--- config.mk ---
export PLATFORM = sky130hd
export DESIGN_NAME = program_memory_table_read
export DESIGN_NICKNAME = d
export VERILOG_FILES = /design/src/hdl/table_addr_gen.v /design/src/hdl/program_memory_table_read.v
export VERILOG_INCLUDE_DIRS = /design/src /design/src/hdl
export SDC_FILE = /design/constraint.sdc
export NUM_CORES = 1
export LEC_CHECK = 0
export ABC_AREA = 1
export BUFFER_PORTS_ARGS = -buffer_cell sky130_fd_sc_hd__buf_4
export CAP_MARGIN = 5
export CORE_ASPECT_RATIO = 0.8
export CORE_MARGIN = 2
export CORE_UTILIZATION = 44
export DETAILED_ROUTE_END_ITERATION = 6
export GPL_TIMING_DRIVEN = 0
export PLACE_DENSITY = 0.78
export SYNTH_ARGS = -nofsm -noshare
export SYNTH_HDL_FRONTEND = slang
export SYNTH_SLANG_ARGS = --single-unit
--- constraint.sdc ---
create_clock -name sys_clk -period 1 [get_ports sys_clk]
set_input_delay 0.05 -clock sys_clk [delete_from_list [all_inputs] [get_ports sys_clk]]
set_output_delay 0.05 -clock sys_clk [all_outputs]
set_load 0.03 [all_outputs]
--- src/hdl/table_read_regs.vh ---
`ifndef TABLE_READ_REGS_VH
`define TABLE_READ_REGS_VH
// Data-memory addresses of the look-up table registers
`define ADDR_TABLE_PTR_LOW   8'h07
`define ADDR_TABLE_HIGH_DATA 8'h08
`define ADDR_TABLE_PTR_HIGH  8'h1F
// Program memory vectors
`define VEC_RESET            12'h000
`define VEC_TIMER0           12'h008
`define VEC_TIMER1           12'h00C
// Last page upper address bits
`define LAST_PAGE_HI         4'hF
// Reset values
`define RST_BYTE             8'h00
`define RST_ADDR             12'h000
// Table read length in instruction cycles
`define TBL_CYCLES           2'd2
`endif

--- src/hdl/table_addr_gen.v ---
`timescale 1ns/1ps
`default_nettype none
// Forms the 12-bit table address for both table read flavours
module table_addr_gen #(
    parameter HIGH_PTR_EN = 1
) (
    input  wire [11:0] pcNow,
    input  wire [7:0]  ptrLow,
    input  wire [7:0]  ptrHigh,
    input  wire        lastPage,
    output wire [11:0] tableAddr
);
`include "table_read_regs.vh"
    // Page bits: last page forced high, else pointer or current page
    wire [3:0] pageBits;
    assign pageBits = lastPage ? `LAST_PAGE_HI :
                      (HIGH_PTR_EN != 0) ? ptrHigh[3:0] :
                      pcNow[11:8];
    assign tableAddr = {pageBits, ptrLow};
endmodule
`default_nettype wire

--- src/hdl/program_memory_table_read.v ---
`timescale 1ns/1ps
`default_nettype none
module program_memory_table_read #(
    parameter HIGH_PTR_EN = 1,
    parameter WORD_W      = 15
) (
    input  wire              sys_clk,
    input  wire              reset,
    // Data-memory register port
    input  wire [7:0]        dmAddr,
    input  wire              dmWrEn,
    input  wire [7:0]        dmWrData,
    output reg  [7:0]        dmRdData,
    // Table read requests from instruction decode
    input  wire              readCurPage,
    input  wire              readLastPage,
    input  wire [7:0]        destAddr,
    input  wire [11:0]       pcNow,
    // Program memory read port
    output reg  [11:0]       pmAddr,
    input  wire [WORD_W-1:0] pmData,
    // Destination byte write toward RAM
    output reg               destWrEn,
    output reg  [7:0]        destAddrOut,
    output reg  [7:0]        destData,
    output wire              tblBusy,
    // Interrupt vectoring
    input  wire              timer0Ovf,
    input  wire              timer0IntEn,
    input  wire              timer1Ovf,
    input  wire              timer1IntEn,
    input  wire              stackFull,
    output reg               vectorTake,
    output reg  [11:0]       vectorAddr
);
`include "table_read_regs.vh"
    localparam ST_IDLE = 1'b0;
    localparam ST_READ = 1'b1;

    reg              state_r;       // Sequencer state
    reg  [7:0]       tblPtrLow_r;   // Low table pointer
    reg  [7:0]       tblPtrHigh_r;  // High table pointer
    reg  [7:0]       highData_r;    // Read-only high-data register
    reg  [7:0]       destHold_r;    // Destination captured at start
    wire [11:0]      tableAddr;     // Formed table address
    wire [7:0]       upperBits;     // Word bits above the low byte

    // Address former keeps the page selection in one place
    table_addr_gen #(
        .HIGH_PTR_EN (HIGH_PTR_EN)
    ) u_addr (
        .pcNow     (pcNow),
        .ptrLow    (tblPtrLow_r),
        .ptrHigh   (tblPtrHigh_r),
        .lastPage  (readLastPage),
        .tableAddr (tableAddr)
    );

    // Zero-fill the high byte above the word width
    assign upperBits = {{(16-WORD_W){1'b0}}, pmData[WORD_W-1:8]};
    assign tblBusy   = (state_r == ST_READ);

    // Table read sequencer: issue cycle then transfer cycle
    always @(posedge sys_clk) begin
        if (reset) begin
            state_r     <= ST_IDLE;
            pmAddr      <= `RST_ADDR;
            destHold_r  <= `RST_BYTE;
            destWrEn    <= 1'b0;
            destAddrOut <= `RST_BYTE;
            destData    <= `RST_BYTE;
            highData_r  <= `RST_BYTE;
        end else begin
            destWrEn <= 1'b0;
            case (state_r)
                ST_IDLE: begin
                    // Start a read; last page wins if both requested
                    if (readCurPage || readLastPage) begin
                        pmAddr     <= tableAddr;
                        destHold_r <= destAddr;
                        state_r    <= ST_READ;
                    end
                end
                ST_READ: begin
                    // Second cycle: move both bytes out together
                    destWrEn    <= 1'b1;
                    destAddrOut <= destHold_r;
                    destData    <= pmData[7:0];
                    highData_r  <= upperBits;
                    state_r     <= ST_IDLE;
                end
                default: state_r <= ST_IDLE;
            endcase
        end
    end

    // Pointer registers; high-data has no data-memory write path, only the sequencer loads it
    always @(posedge sys_clk) begin
        if (reset) begin
            tblPtrLow_r  <= `RST_BYTE;
            tblPtrHigh_r <= `RST_BYTE;
        end else if (dmWrEn) begin
            if (dmAddr == `ADDR_TABLE_PTR_LOW)
                tblPtrLow_r <= dmWrData;
            if (dmAddr == `ADDR_TABLE_PTR_HIGH)
                tblPtrHigh_r <= dmWrData;
        end
    end

    // Registered read data; unmapped addresses return zero
    always @(posedge sys_clk) begin
        if (reset) begin
            dmRdData <= `RST_BYTE;
        end else begin
            case (dmAddr)
                `ADDR_TABLE_PTR_LOW:   dmRdData <= tblPtrLow_r;
                `ADDR_TABLE_PTR_HIGH:  dmRdData <= tblPtrHigh_r;
                `ADDR_TABLE_HIGH_DATA: dmRdData <= highData_r;
                default:               dmRdData <= `RST_BYTE;
            endcase
        end
    end

    // Vectoring: timer0 has priority; a full stack holds the request off
    always @(posedge sys_clk) begin
        if (reset) begin
            vectorTake <= 1'b0;
            vectorAddr <= `VEC_RESET;
        end else begin
            vectorTake <= 1'b0;
            if (!stackFull && timer0Ovf && timer0IntEn) begin
                vectorTake <= 1'b1;
                vectorAddr <= `VEC_TIMER0;
            end else if (!stackFull && timer1Ovf && timer1IntEn) begin
                vectorTake <= 1'b1;
                vectorAddr <= `VEC_TIMER1;
            end
        end
    end
endmodule
`default_nettype wire

# After elaboration in Yosys (flattened, before gate mapping)
# Cells that the tools add are included.
# totals
ff_bits,72
inputBits,61
wordCells,37
output_inout_bits,51
# classes
n_eq_ne,3
reduce_logical,11
mux,9
bitwise_logic,1
# op_table
op,count
case mux 8 bit (3 select lines),1
two-way mux 4 bit,3
equality test 8 x 3 -> 1 bit (second input constant),1
equality test 8 x 4 -> 1 bit (second input constant),1
equality test 8 x 5 -> 1 bit (second input constant),1
AND reduction 2 bit,3
logical AND 1 bit,4
two-way mux 1 bit,4
case mux 1 bit (2 select lines),1
nonzero test 2 bit,1
OR reduction 2 bit,1
logical NOT 1 bit,1
logical OR 1 bit,1
NOT 1 bit,1

# Depth between registers and ports, before layout
# Gate-level depths: netlist (run 1).
# depth
ltp_word,5
ltp_mapped,8
ltp_nobuf,7

# Modules after synthesis
# A second synthesis (run 1) with hierarchy kept.
# unflattened
cells_unflattened,399
area_unflattened_um2,2992.9
# modules_own_cells
mod,n_inst,cells_per_inst,area_per_inst_um2
program_memory_table_read,1,382,2899.0
table_addr_gen,1,17,93.8

# Worst setup path before layout (run 1)
# Ideal clock, no wire load.
# synth_timing
kind,register to register
start,"reg state_r, in the netlist tblBusy"
end,reg destData[0]
path_buffers,1
t_arrival_ps,1233
setup_ps,60
slack_ps,-292
stages_incl_launch_ff,6
path_cell_list,dfxtp_1 -> inv_1 -> nor2_2 -> buf_2 -> nand2_1 -> nand2_1
# synth_rtl
item,line,source
start: declaration,program_memory_table_read.v:40,reg state_r;
start signal: assignment,program_memory_table_read.v:66,state_r <= ST_IDLE;
start signal: assignment,program_memory_table_read.v:81,state_r <= ST_READ;
start signal: assignment,program_memory_table_read.v:90,state_r <= ST_IDLE;
end signal: assignment,program_memory_table_read.v:71,destData <= `RST_BYTE;
end signal: assignment,program_memory_table_read.v:88,destData <= pmData[7:0];
end: declaration,program_memory_table_read.v:25,"output reg [7:0] destData,"

# Worst setup path in the final report (run 1)
# layout_timing
start,"reg state_r, in the netlist tblBusy"
end,reg pmAddr[8]
# layout_between
elab_chain_cells,2
# layout_rtl
item,line,source
NOT 1 bit,--,
AND reduction 2 bit (no source line),--,
end signal: assignment,program_memory_table_read.v:67,pmAddr <= `RST_ADDR;
end signal: assignment,program_memory_table_read.v:79,pmAddr <= tableAddr;
end: declaration,program_memory_table_read.v:20,"output reg [11:0] pmAddr,"
# No other way between the ends.
# A chain may end at the register's enable or synchronous reset.

==> flow_metrics.env, run 1 <==
export IMPL_utilization=0.727
export IMPL_drcViolationCount=0
export IMPL_wl_per_cell_um=15.6
export IMPL_slew_headroom=0.548
export IMPL_layout_common_cells="106 x buf_4, 71 x nand2_1, 70 x dfxtp_1"
export IMPL_placed_area_um2=3730
export IMPL_ys_seq_elements=72
export IMPL_nNetsFinal=596
export IMPL_grt_overflow=0
export IMPL_hold_depth=3
export IMPL_worstPathRequired_ns=1.26
export IMPL_fin_ws_ns=-0.138
export IMPL_r2r_start="tblBusy"
export IMPL_finalHoldViolCount=1
export IMPL_finalSetupViolCount=43
export IMPL_maxCapViolations=0
export IMPL_rrSetupSlack_ns=-0.14
export IMPL_clock_skew_ns=0.00960
export IMPL_holdCritPathClass="input pin to flip-flop"
export IMPL_clock_latency_ns=0.36
export IMPL_ff2ff_path_depth=5
export IMPL_synth_cell_types=22
export IMPL_cts_sinks=72
export IMPL_layout_drive_gt1_share=0.381
export IMPL_synth_compound_area_frac=0.0824
export IMPL_use_met1=0.284
export IMPL_worstPathArrival_ns=1.40
export IMPL_top_usage_layer="met2"
export IMPL_ant_nets=0
export IMPL_layout_commonest_cell="buf_4"
export IMPL_cts_tree="built"
export IMPL_leakage_nw=2.23
export IMPL_cts_root_buffer="clkbuf_8"
export IMPL_via_per_inst=5.15
export IMPL_use_met3=0.0776
export IMPL_synthSimpleGateAreaFrac=0.312
export IMPL_grt_max_degree=14
export IMPL_critPathMaxStageDelay_ns=0.37
export IMPL_critPathKind="flip-flop to flip-flop"
export IMPL_dp_slack_ns=-0.128
export IMPL_io_buffers=87
export IMPL_syn_inst=382
export IMPL_worst_setup_path_end_kind="flip-flop"
export IMPL_min_period_over_period=1.14
export IMPL_clockBufferDepth=2
export IMPL_synthAdderAreaFrac=0
export IMPL_dieWidth_um=95.0
export IMPL_status="complete, but fails checks"
export IMPL_cts_buffers=9
export IMPL_tightest_slew_ns=0.678
export IMPL_drv_slew=0
export IMPL_clk_pin_slew_ns=0.08
export IMPL_seq_area_frac_synth=0.494
export IMPL_cp_slowest_cell="dfxtp_4"
export IMPL_power_density_nw_per_um2=1460
export IMPL_grt_setup_unrepaired="true"
export IMPL_fin_crit_ns=1.14
export IMPL_yosysWarningCount=0
export IMPL_stdcell_area_um2=4660
export IMPL_timing_rr_end="pmAddr[8]"
export IMPL_violations="hold timing, setup timing"
export IMPL_fmax_ghz=0.878
export IMPL_critPathMaxFanout=7
export IMPL_syn_cell_area_um2=2920
export IMPL_drtIter0Drc=241
export IMPL_grt_pass1_wl_um=13300
export IMPL_dp_cells=562
export IMPL_dr_pass1_iters=5
export IMPL_antenna_found_initial=0
export IMPL_ir_drop_mv=0.795
export IMPL_syn_area_per_cell_um2=7.63
export IMPL_rows=26
export IMPL_dp_hpwl_um=5580
export IMPL_synthMuxAreaShare=0
export IMPL_die_area_um2=7300
export IMPL_routed_via_count=3215
export IMPL_timing_setup_tns_ns=-2.98
export IMPL_start_kind="flip-flop"
export IMPL_finalNonFillerCells=624
export IMPL_path_cells="nor2_4 -> clkinv_4 -> clkbuf_16 -> nand2_2 -> a21oi_2"
export IMPL_whs_endpoint="tblPtrHigh_r[2]"
export IMPL_holdCritStartpoint="dmWrData[2]"
export IMPL_grt_pass1_vias=2857
export IMPL_dieHeight_um=76.8
export IMPL_top_level_ports=112
export IMPL_synth_xor_area_frac=0
export IMPL_use_met2=0.402
export IMPL_place_gp_congestion=0.866
export IMPL_htreeDepth=3
export IMPL_core_um2=6410
export IMPL_start_util=0.455
export IMPL_syn_to_final_growth_pct=59.8
export IMPL_total_power_mw=6.82
export IMPL_diodes=0
export IMPL_grt_total_usage=0.238
export IMPL_synth_top_family_by_area="simple AND/OR/NAND/NOR gates"
export IMPL_drt_total_wl_um=9720
export IMPL_hold_ws_ns=-0.0120
per-layer routing:
metal / routed length (um) / vias up
li1: - / 1523
met1: 3710 / 1470
met2: 4820 / 184
met3: 857 / 38
met4: 338 / 0
met5: 0 / -
how the worst max path moves through the flow:
| stage | start | to | slack [ns] | cells past startpoint |
|---|---|---|---|---|
| final | tblBusy | pmAddr[8] | -0.14 | 5 |
| after global routing | tblBusy | pmAddr[8] | -0.16 | 5 |
| after CTS | tblBusy | destAddrOut[7] | -0.04 | 5 |
| after detailed placement | tblBusy | destAddrOut[0] | -0.13 | 4 |
| after global placement | tblBusy | destAddrOut[6] | -0.1 | 4 |
| after floorplan | tblBusy | destData[0] | 0.003 | 5 |
report_power, final:
group          switching [mW]  internal [mW]  total (mW)
combinational           0.737          0.601        1.34
sequential             0.0904           3.00        3.09
clock                    1.16           1.23        2.39
logic make-up after synthesis:
family                 after synthesis
flip-flops                          72
other                                1
buffers and inverters               63
AO/OA/AOI/OAI                       48
AND/OR/NAND/NOR                    198
sequential cells by signal, indices dropped and copies added, names as in the netlist:
| signal | count |
|---|---|
| destWrEn | 1 |
| vectorAddr | 2 |
| destAddrOut | 8 |
| tblPtrHigh_r | 8 |
| pmAddr | 12 |
| destHold_r | 8 |
| dmRdData | 8 |
| highData_r | 7 |
| tblBusy | 1 |
| vectorTake | 1 |
| tblPtrLow_r | 8 |
| destData | 8 |
cell usage after synthesis:
cell type / instances / share of area
buf_4: 13 / 0.033
dfxtp_1: 72 / 0.49
nand2_1: 80 / 0.10
nand3_4: 1 / 0.0060
nand3_2: 1 / 0.0034
buf_1: 2 / 0.0026
a21oi_1: 19 / 0.033
inv_1: 33 / 0.042
conb_1: 1 / 0.0013
nand2_2: 3 / 0.0064
o21ai_0: 25 / 0.043
clkbuf_1: 2 / 0.0026
inv_2: 1 / 0.0013
o21ai_1: 4 / 0.0069
nor2_4: 2 / 0.0077
nand4_1: 8 / 0.017
nor2_1: 46 / 0.059
nor2_8: 2 / 0.014
buf_2: 9 / 0.015
nor2_2: 3 / 0.0064
nand3_1: 52 / 0.089
buf_6: 3 / 0.012
critical path: cells and delay by family (launching register included):
family / cells / cell delay, ns
buffers and inverters: 2 / 0.34
and+or+nand+nor: 2 / 0.25
DFF: 1 / 0.37
AOI/OAI and AO/OA: 1 / 0.06
timing repair:
| item | 4_1_cts | 5_1_grt |
|---|---|---|
| setup buffers | 3 | 4 |
| endpoints found under the setup margin | 44 | 43 |
| hold buffers | 31 | 3 |
| pin swaps | 2 | 15 |
| gates cloned | 0 | 5 |
| hold endpoints to repair | 33 | 3 |
| gates resized for setup | 14 | 83 |
final cells by class:
type	count	area [um2]
timing repair buffer	132	1140
buffer	29	233
sequential	72	1450
fill	464	1750
clock inverter	6	66.3
clock buffer	10	138
multi-input combinational	256	1390
inverter	34	139
tap	84	105
timing repair inverter	1	6.26
Power figures use the tool's default switching activity.
==> run 2: changes to the inputs <==
==> constraint.sdc (replaced) <==
create_clock -name sys_clk -period 1 [get_ports sys_clk]
set_input_delay 0.25 -clock sys_clk [delete_from_list [all_inputs] [get_ports sys_clk]]
set_output_delay 0.25 -clock sys_clk [all_outputs]
set_load 0.03 [all_outputs]
==> run 2 against run 1 <==
The run ends with setup timing left. Sequential power is essentially flat. Die area is the same. Count of clock-buffer cells in the layout grew 1. Via count shrank 7.8%. Sequential cell count is the same. Register-to-register slack is essentially flat. Clock skew shrank 0.0013 ns. Worst hold slack gained 0.091 ns. Critical path type unchanged. Largest cell class unchanged.
==> flow_metrics.env, run 2 (synthesis gave the netlist of run 1 again) <==
export IMPL_status="complete, but fails checks"
export IMPL_violations="setup timing"
export IMPL_r2r_start="tblBusy"
export IMPL_placed_area_um2=3770
export IMPL_clock_latency_ns=0.35
export IMPL_cts_tree="built"
export IMPL_grt_max_degree=13
export IMPL_ff2ff_path_depth=5
export IMPL_wl_per_cell_um=14.9
export IMPL_holdCritStartpoint="pmData[3]"
export IMPL_regMostFlops="pmAddr"
export IMPL_grt_setup_unrepaired="true"
export IMPL_drv_slew=0
export IMPL_dp_slack_ns=-0.292
export IMPL_maxCapViolations=0
export IMPL_grt_overflow=0
export IMPL_timing_rr_end="pmAddr[8]"
export IMPL_path_cells="nor2_4 -> buf_4 -> buf_6 -> o21ai_1 -> a21oi_1"
export IMPL_whs_endpoint="destData[3]"
export IMPL_worstPathRequired_ns=1.27
export IMPL_core_um2=6410
export IMPL_drcViolationCount=0
export IMPL_finalNonFillerCells=592
export IMPL_critPathMaxFanout=10
export IMPL_largest_reg_flops=12
export IMPL_nNetsFinal=565
export IMPL_clockBufferDepth=2
export IMPL_fin_ws_ns=-0.125
export IMPL_layout_commonest_cell="buf_4"
export IMPL_io_buffers=87
export IMPL_htreeDepth=3
export IMPL_cts_sinks=72
export IMPL_finalHoldViolCount=0
export IMPL_rrSetupSlack_ns=-0.13
export IMPL_dp_cells=562
export IMPL_cts_root_buffer="clkbuf_8"
export IMPL_syn_to_final_growth_pct=55.9
export IMPL_hold_buffers=0
export IMPL_grt_pass1_vias=2771
export IMPL_layout_drive_gt1_share=0.470
export IMPL_cts_buffers=9
export IMPL_critPathMaxStageDelay_ns=0.37
export IMPL_die_area_um2=7300
export IMPL_critPathKind="flip-flop to flip-flop"
export IMPL_total_power_mw=7.28
export IMPL_slew_headroom=0.652
export IMPL_stdcell_area_um2=4540
export IMPL_holdCritPathClass="input pin to flip-flop"
export IMPL_hold_depth=3
export IMPL_place_gp_congestion=0.875
export IMPL_top_level_ports=112
export IMPL_routed_via_count=2963
export IMPL_fillCellCount=505
export IMPL_dr_pass1_iters=4
export IMPL_grt_pass1_wl_um=13100
export IMPL_clk_pin_slew_ns=0.08
export IMPL_worst_setup_path_end_kind="flip-flop"
export IMPL_start_util=0.455
export IMPL_worstPathArrival_ns=1.40
export IMPL_final_seq_area_um2=1500
export IMPL_diodes=0
export IMPL_dp_hpwl_um=5680
export IMPL_min_period_over_period=1.13
export IMPL_ir_drop_mv=0.971
export IMPL_clock_skew_ns=0.00832
export IMPL_drtIter0Drc=181
export IMPL_dieWidth_um=95.0
export IMPL_start_kind="flip-flop"
export IMPL_fin_crit_ns=1.13
export IMPL_cp_slowest_cell="dfxtp_4"
export IMPL_power_density_nw_per_um2=1600
export IMPL_drt_total_wl_um=8790
export IMPL_finalSetupViolCount=82
export IMPL_antenna_found_initial=0
export IMPL_layout_common_cells="71 x buf_4, 62 x nand2_1, 52 x nand3_1"
export IMPL_rows=26
export IMPL_grt_total_usage=0.234
export IMPL_fmax_ghz=0.889
export IMPL_leakage_nw=2.16
export IMPL_multi_input_area_um2=1340
export IMPL_tightest_slew_ns=0.522
export IMPL_via_per_inst=5.01
export IMPL_dieHeight_um=76.8
export IMPL_ant_nets=0
run 2: changes by cell type in the layout (fill, tap and decap cells not counted), sizes merged:
cell,before,now
bufinv,1,3
clkinv,3,2
buf,122,127
clkinvlp,2,1
dlygate4sd3,34,0
inv,35,33
clkbuf,15,14
run 2: worst max-delay path: cells and delay by family, from the launching register on:
family | cells | cell delay, ns
simple gates | 1 | 0.16
buf+inv | 2 | 0.27
flops | 1 | 0.37
compound gates | 2 | 0.24
run 2: through the flow:
step,utilization,setup TNS [ns],hold slack (ns)
5_1_grt,0.709,-8.63,0.0720
3_5_place_dp,0.589,-13.97,0.439
2_1_floorplan,-,0,0.353
6_report,0.709,-5.19,0.0787
4_1_cts,0.673,-4.81,0.0693
3_3_place_gp,0.589,-12.10,0.429
run 2: worst max path at each step:
stage                    from              end  slack, ns  depth (start not counted)
finish                tblBusy        pmAddr[8]      -0.13                          5
global route          tblBusy        pmAddr[8]      -0.17                          5
CTS                   tblBusy          tblBusy      -0.11                          1
detailed placement  dmAddr[7]  tblPtrHigh_r[4]      -0.29                          8
global placement    dmAddr[7]  tblPtrHigh_r[0]      -0.27                          8
floorplan           dmAddr[7]  tblPtrHigh_r[0]      0.002                          7
run 2: per-layer routing:
metal  vias to the layer above  GRT usage  part of all wire
met5                         -          0                 0
met4                         0     0.0913             0.023
met3                        19     0.0914             0.062
met2                       106      0.370              0.49
met1                      1385      0.287              0.42
li1                       1453          -                 -
run 2: timing repair:
action,4_1_cts,5_1_grt
gates cloned,0,3
pin swaps,1,7
resized for setup,91,61
setup buffers,6,6
endpoints found under the setup margin,85,90
run 2: area by class of cell:
class,instances,share of cell area
repair buffers,101,0.206
flip-flops and latches,72,0.329
multi-input cells,256,0.295
inverters,34,0.0355
clock inverters,4,0.0218
plain buffers,29,0.0523
repair inverters,1,0.00138
well taps,84,0.0231
clock buffers,11,0.0358
run 2: report_power, final:
part	internal, mW	switching (mW)	total, mW
Clock	1.87	1.10	2.96
Sequential	3.01	0.0923	3.10
Combinational	0.526	0.683	1.21
Total	5.41	1.87	7.28
==> run 3: changes to the inputs <==
--- a/config.mk
+++ b/config.mk
@@ -9,12 +9,12 @@
 export ABC_AREA = 1
 export BUFFER_PORTS_ARGS = -buffer_cell sky130_fd_sc_hd__buf_4
 export CAP_MARGIN = 5
-export CORE_ASPECT_RATIO = 0.8
+export CORE_ASPECT_RATIO = 1.75
 export CORE_MARGIN = 2
 export CORE_UTILIZATION = 44
 export DETAILED_ROUTE_END_ITERATION = 6
 export GPL_TIMING_DRIVEN = 0
-export PLACE_DENSITY = 0.78
+export PLACE_DENSITY = 0.87
 export SYNTH_ARGS = -nofsm -noshare
 export SYNTH_HDL_FRONTEND = slang
 export SYNTH_SLANG_ARGS = --single-unit
==> run 3 against run 2 <==
The run still ends with setup timing left. Sequential power barely moved. Cell area rose by 3.2%. First-iteration DRC count rose by 11%. Count of clock-buffer cells in the layout did not move. Critical path depth did not move. Core utilization rose by 1.4 points.
==> flow_metrics.env, run 3 (synthesis gave the netlist of run 1 again) <==
export IMPL_status="complete, but fails checks"
export IMPL_violations="setup timing"
export IMPL_worst_setup_path_end_kind="flip-flop"
export IMPL_drcViolationCount=0
export IMPL_grt_setup_unrepaired="true"
export IMPL_routed_via_count=3115
export IMPL_critical_path_top_delay_family="flip-flops"
export IMPL_dr_pass1_iters=5
export IMPL_start_kind="flip-flop"
export IMPL_critPathMaxStageDelay_ns=0.38
export IMPL_power_density_nw_per_um2=1670
export IMPL_ff2ff_path_depth=5
export IMPL_place_gp_congestion=0.881
export IMPL_cts_buffers=9
export IMPL_top_level_ports=112
export IMPL_dp_cells=560
export IMPL_crit_top_cell="buf_6"
export IMPL_rows=39
export IMPL_rrSetupSlack_ns=-0.12
export IMPL_grt_pass1_wl_um=13400
export IMPL_min_period_over_period=1.12
export IMPL_ir_drop_mv=1.69
export IMPL_finalSetupViolCount=85
export IMPL_crit_buf_inv=2
export IMPL_grt_overflow=0
export IMPL_largest_reg_flops=12
export IMPL_fin_crit_ns=1.12
export IMPL_tightest_slew_ns=0.538
export IMPL_cts_tree="built"
export IMPL_cts_root_buffer="clkbuf_16"
export IMPL_start_util=0.449
export IMPL_drv_slew=0
export IMPL_path_cells="nor2_4 -> buf_6 -> buf_6 -> o21ai_1 -> nor2_1"
export IMPL_grt_total_usage=0.238
export IMPL_timing_rr_end="pmAddr[7]"
export IMPL_antenna_found_initial=0
export IMPL_holdCritPathClass="input pin to flip-flop"
export IMPL_io_buffers=87
export IMPL_clockBufferDepth=2
export IMPL_nNetsFinal=573
export IMPL_layout_drive_gt1_share=0.462
export IMPL_dieWidth_um=65.5
export IMPL_syn_to_final_growth_pct=60.9
export IMPL_diodes=0
export IMPL_cp_slowest_cell="dfxtp_4"
export IMPL_drtIter0Drc=201
export IMPL_r2r_start="tblBusy"
export IMPL_fillCellCount=443
export IMPL_total_power_mw=7.82
export IMPL_hold_depth=3
export IMPL_htreeDepth=3
export IMPL_layout_common_cells="77 x nand2_1, 74 x buf_4, 52 x buf_6"
export IMPL_clk_pin_slew_ns=0.06
export IMPL_clock_skew_ns=0.00639
export IMPL_grt_max_degree=13
export IMPL_leakage_nw=2.22
export IMPL_clock_latency_ns=0.34
export IMPL_ant_nets=0
export IMPL_hold_ws_ns=0.0996
export IMPL_timing_setup_tns_ns=-4.29
export IMPL_die_area_um2=7320
export IMPL_via_per_inst=5.20
export IMPL_hold_buffers=0
export IMPL_finalHoldViolCount=0
export IMPL_worstPathArrival_ns=1.34
export IMPL_stdcell_area_um2=4690
export IMPL_critPathKind="flip-flop to flip-flop"
export IMPL_critPathMaxFanout=5
export IMPL_slew_headroom=0.642
export IMPL_fin_ws_ns=-0.121
export IMPL_whs_endpoint="destData[1]"
export IMPL_dp_hpwl_um=5640
export IMPL_grt_pass1_vias=2927
export IMPL_layout_commonest_cell="nand2_1"
export IMPL_cts_sinks=72
export IMPL_drt_total_wl_um=9180
export IMPL_finalNonFillerCells=599
export IMPL_regMostFlops="pmAddr"
export IMPL_holdCritStartpoint="pmData[1]"
export IMPL_core_um2=6490
export IMPL_wl_per_cell_um=15.3
export IMPL_placed_area_um2=3770
export IMPL_worstPathRequired_ns=1.22
export IMPL_maxCapViolations=0
export IMPL_dieHeight_um=112
export IMPL_fmax_ghz=0.892
run 3: layout make-up:
cell class,instances,area (um2),area share
Sequential cell,72,1500,0.319
Multi-Input combinational cell,257,1360,0.290
Timing Repair Buffer,108,992,0.212
Buffer,29,249,0.0531
Clock buffer,11,243,0.0517
Inverter,34,161,0.0344
Tap cell,82,103,0.0219
Clock inverter,5,80.1,0.0171
Timing Repair inverter,1,7.51,0.00160
run 3: per-stage QoR:
step           setup WS, ns  utilization
2_1_floorplan       0.00216            -
3_3_place_gp         -0.260        0.581
3_5_place_dp         -0.284        0.581
4_1_cts             -0.0850        0.686
5_1_grt              -0.158        0.723
6_report             -0.121        0.723
run 3: worst max path at each step:
stage | from | to | depth (start not counted)
final | tblBusy | pmAddr[7] | 5
after global routing | tblBusy | pmAddr[7] | 5
after CTS | tblBusy | tblBusy | 1
after detailed placement | dmAddr[5] | dmRdData[6] | 9
after global placement | readLastPage | pmAddr[10] | 7
after floorplan | dmAddr[7] | tblPtrHigh_r[0] | 7
run 3: worst min-delay path, cell delays in order:
cell and delay [ns]:
buf_4 0.08, nand2_1 0.04, nand2_1 0.04
run 3: power by group:
part           switching (mW)  internal [mW]  leakage (nW)
clock network            1.20           2.25         0.152
logic                   0.705          0.564          1.46
registers              0.0897           3.02         0.605
run 3: repair_timing:
item | in CTS | in global routing
pin swaps | 4 | 10
gates cloned | 3 | 4
buffers inserted | 8 | 8
endpoints found under the setup margin | 85 | 95
resized for setup | 110 | 49
run 3: per-layer routing:
metal	vias up	track usage	routed length (um)
met5	-	0	0
met4	0	0.156	423
met3	35	0.0434	524
met2	154	0.418	4910
met1	1451	0.252	3320
li1	1475	-	-
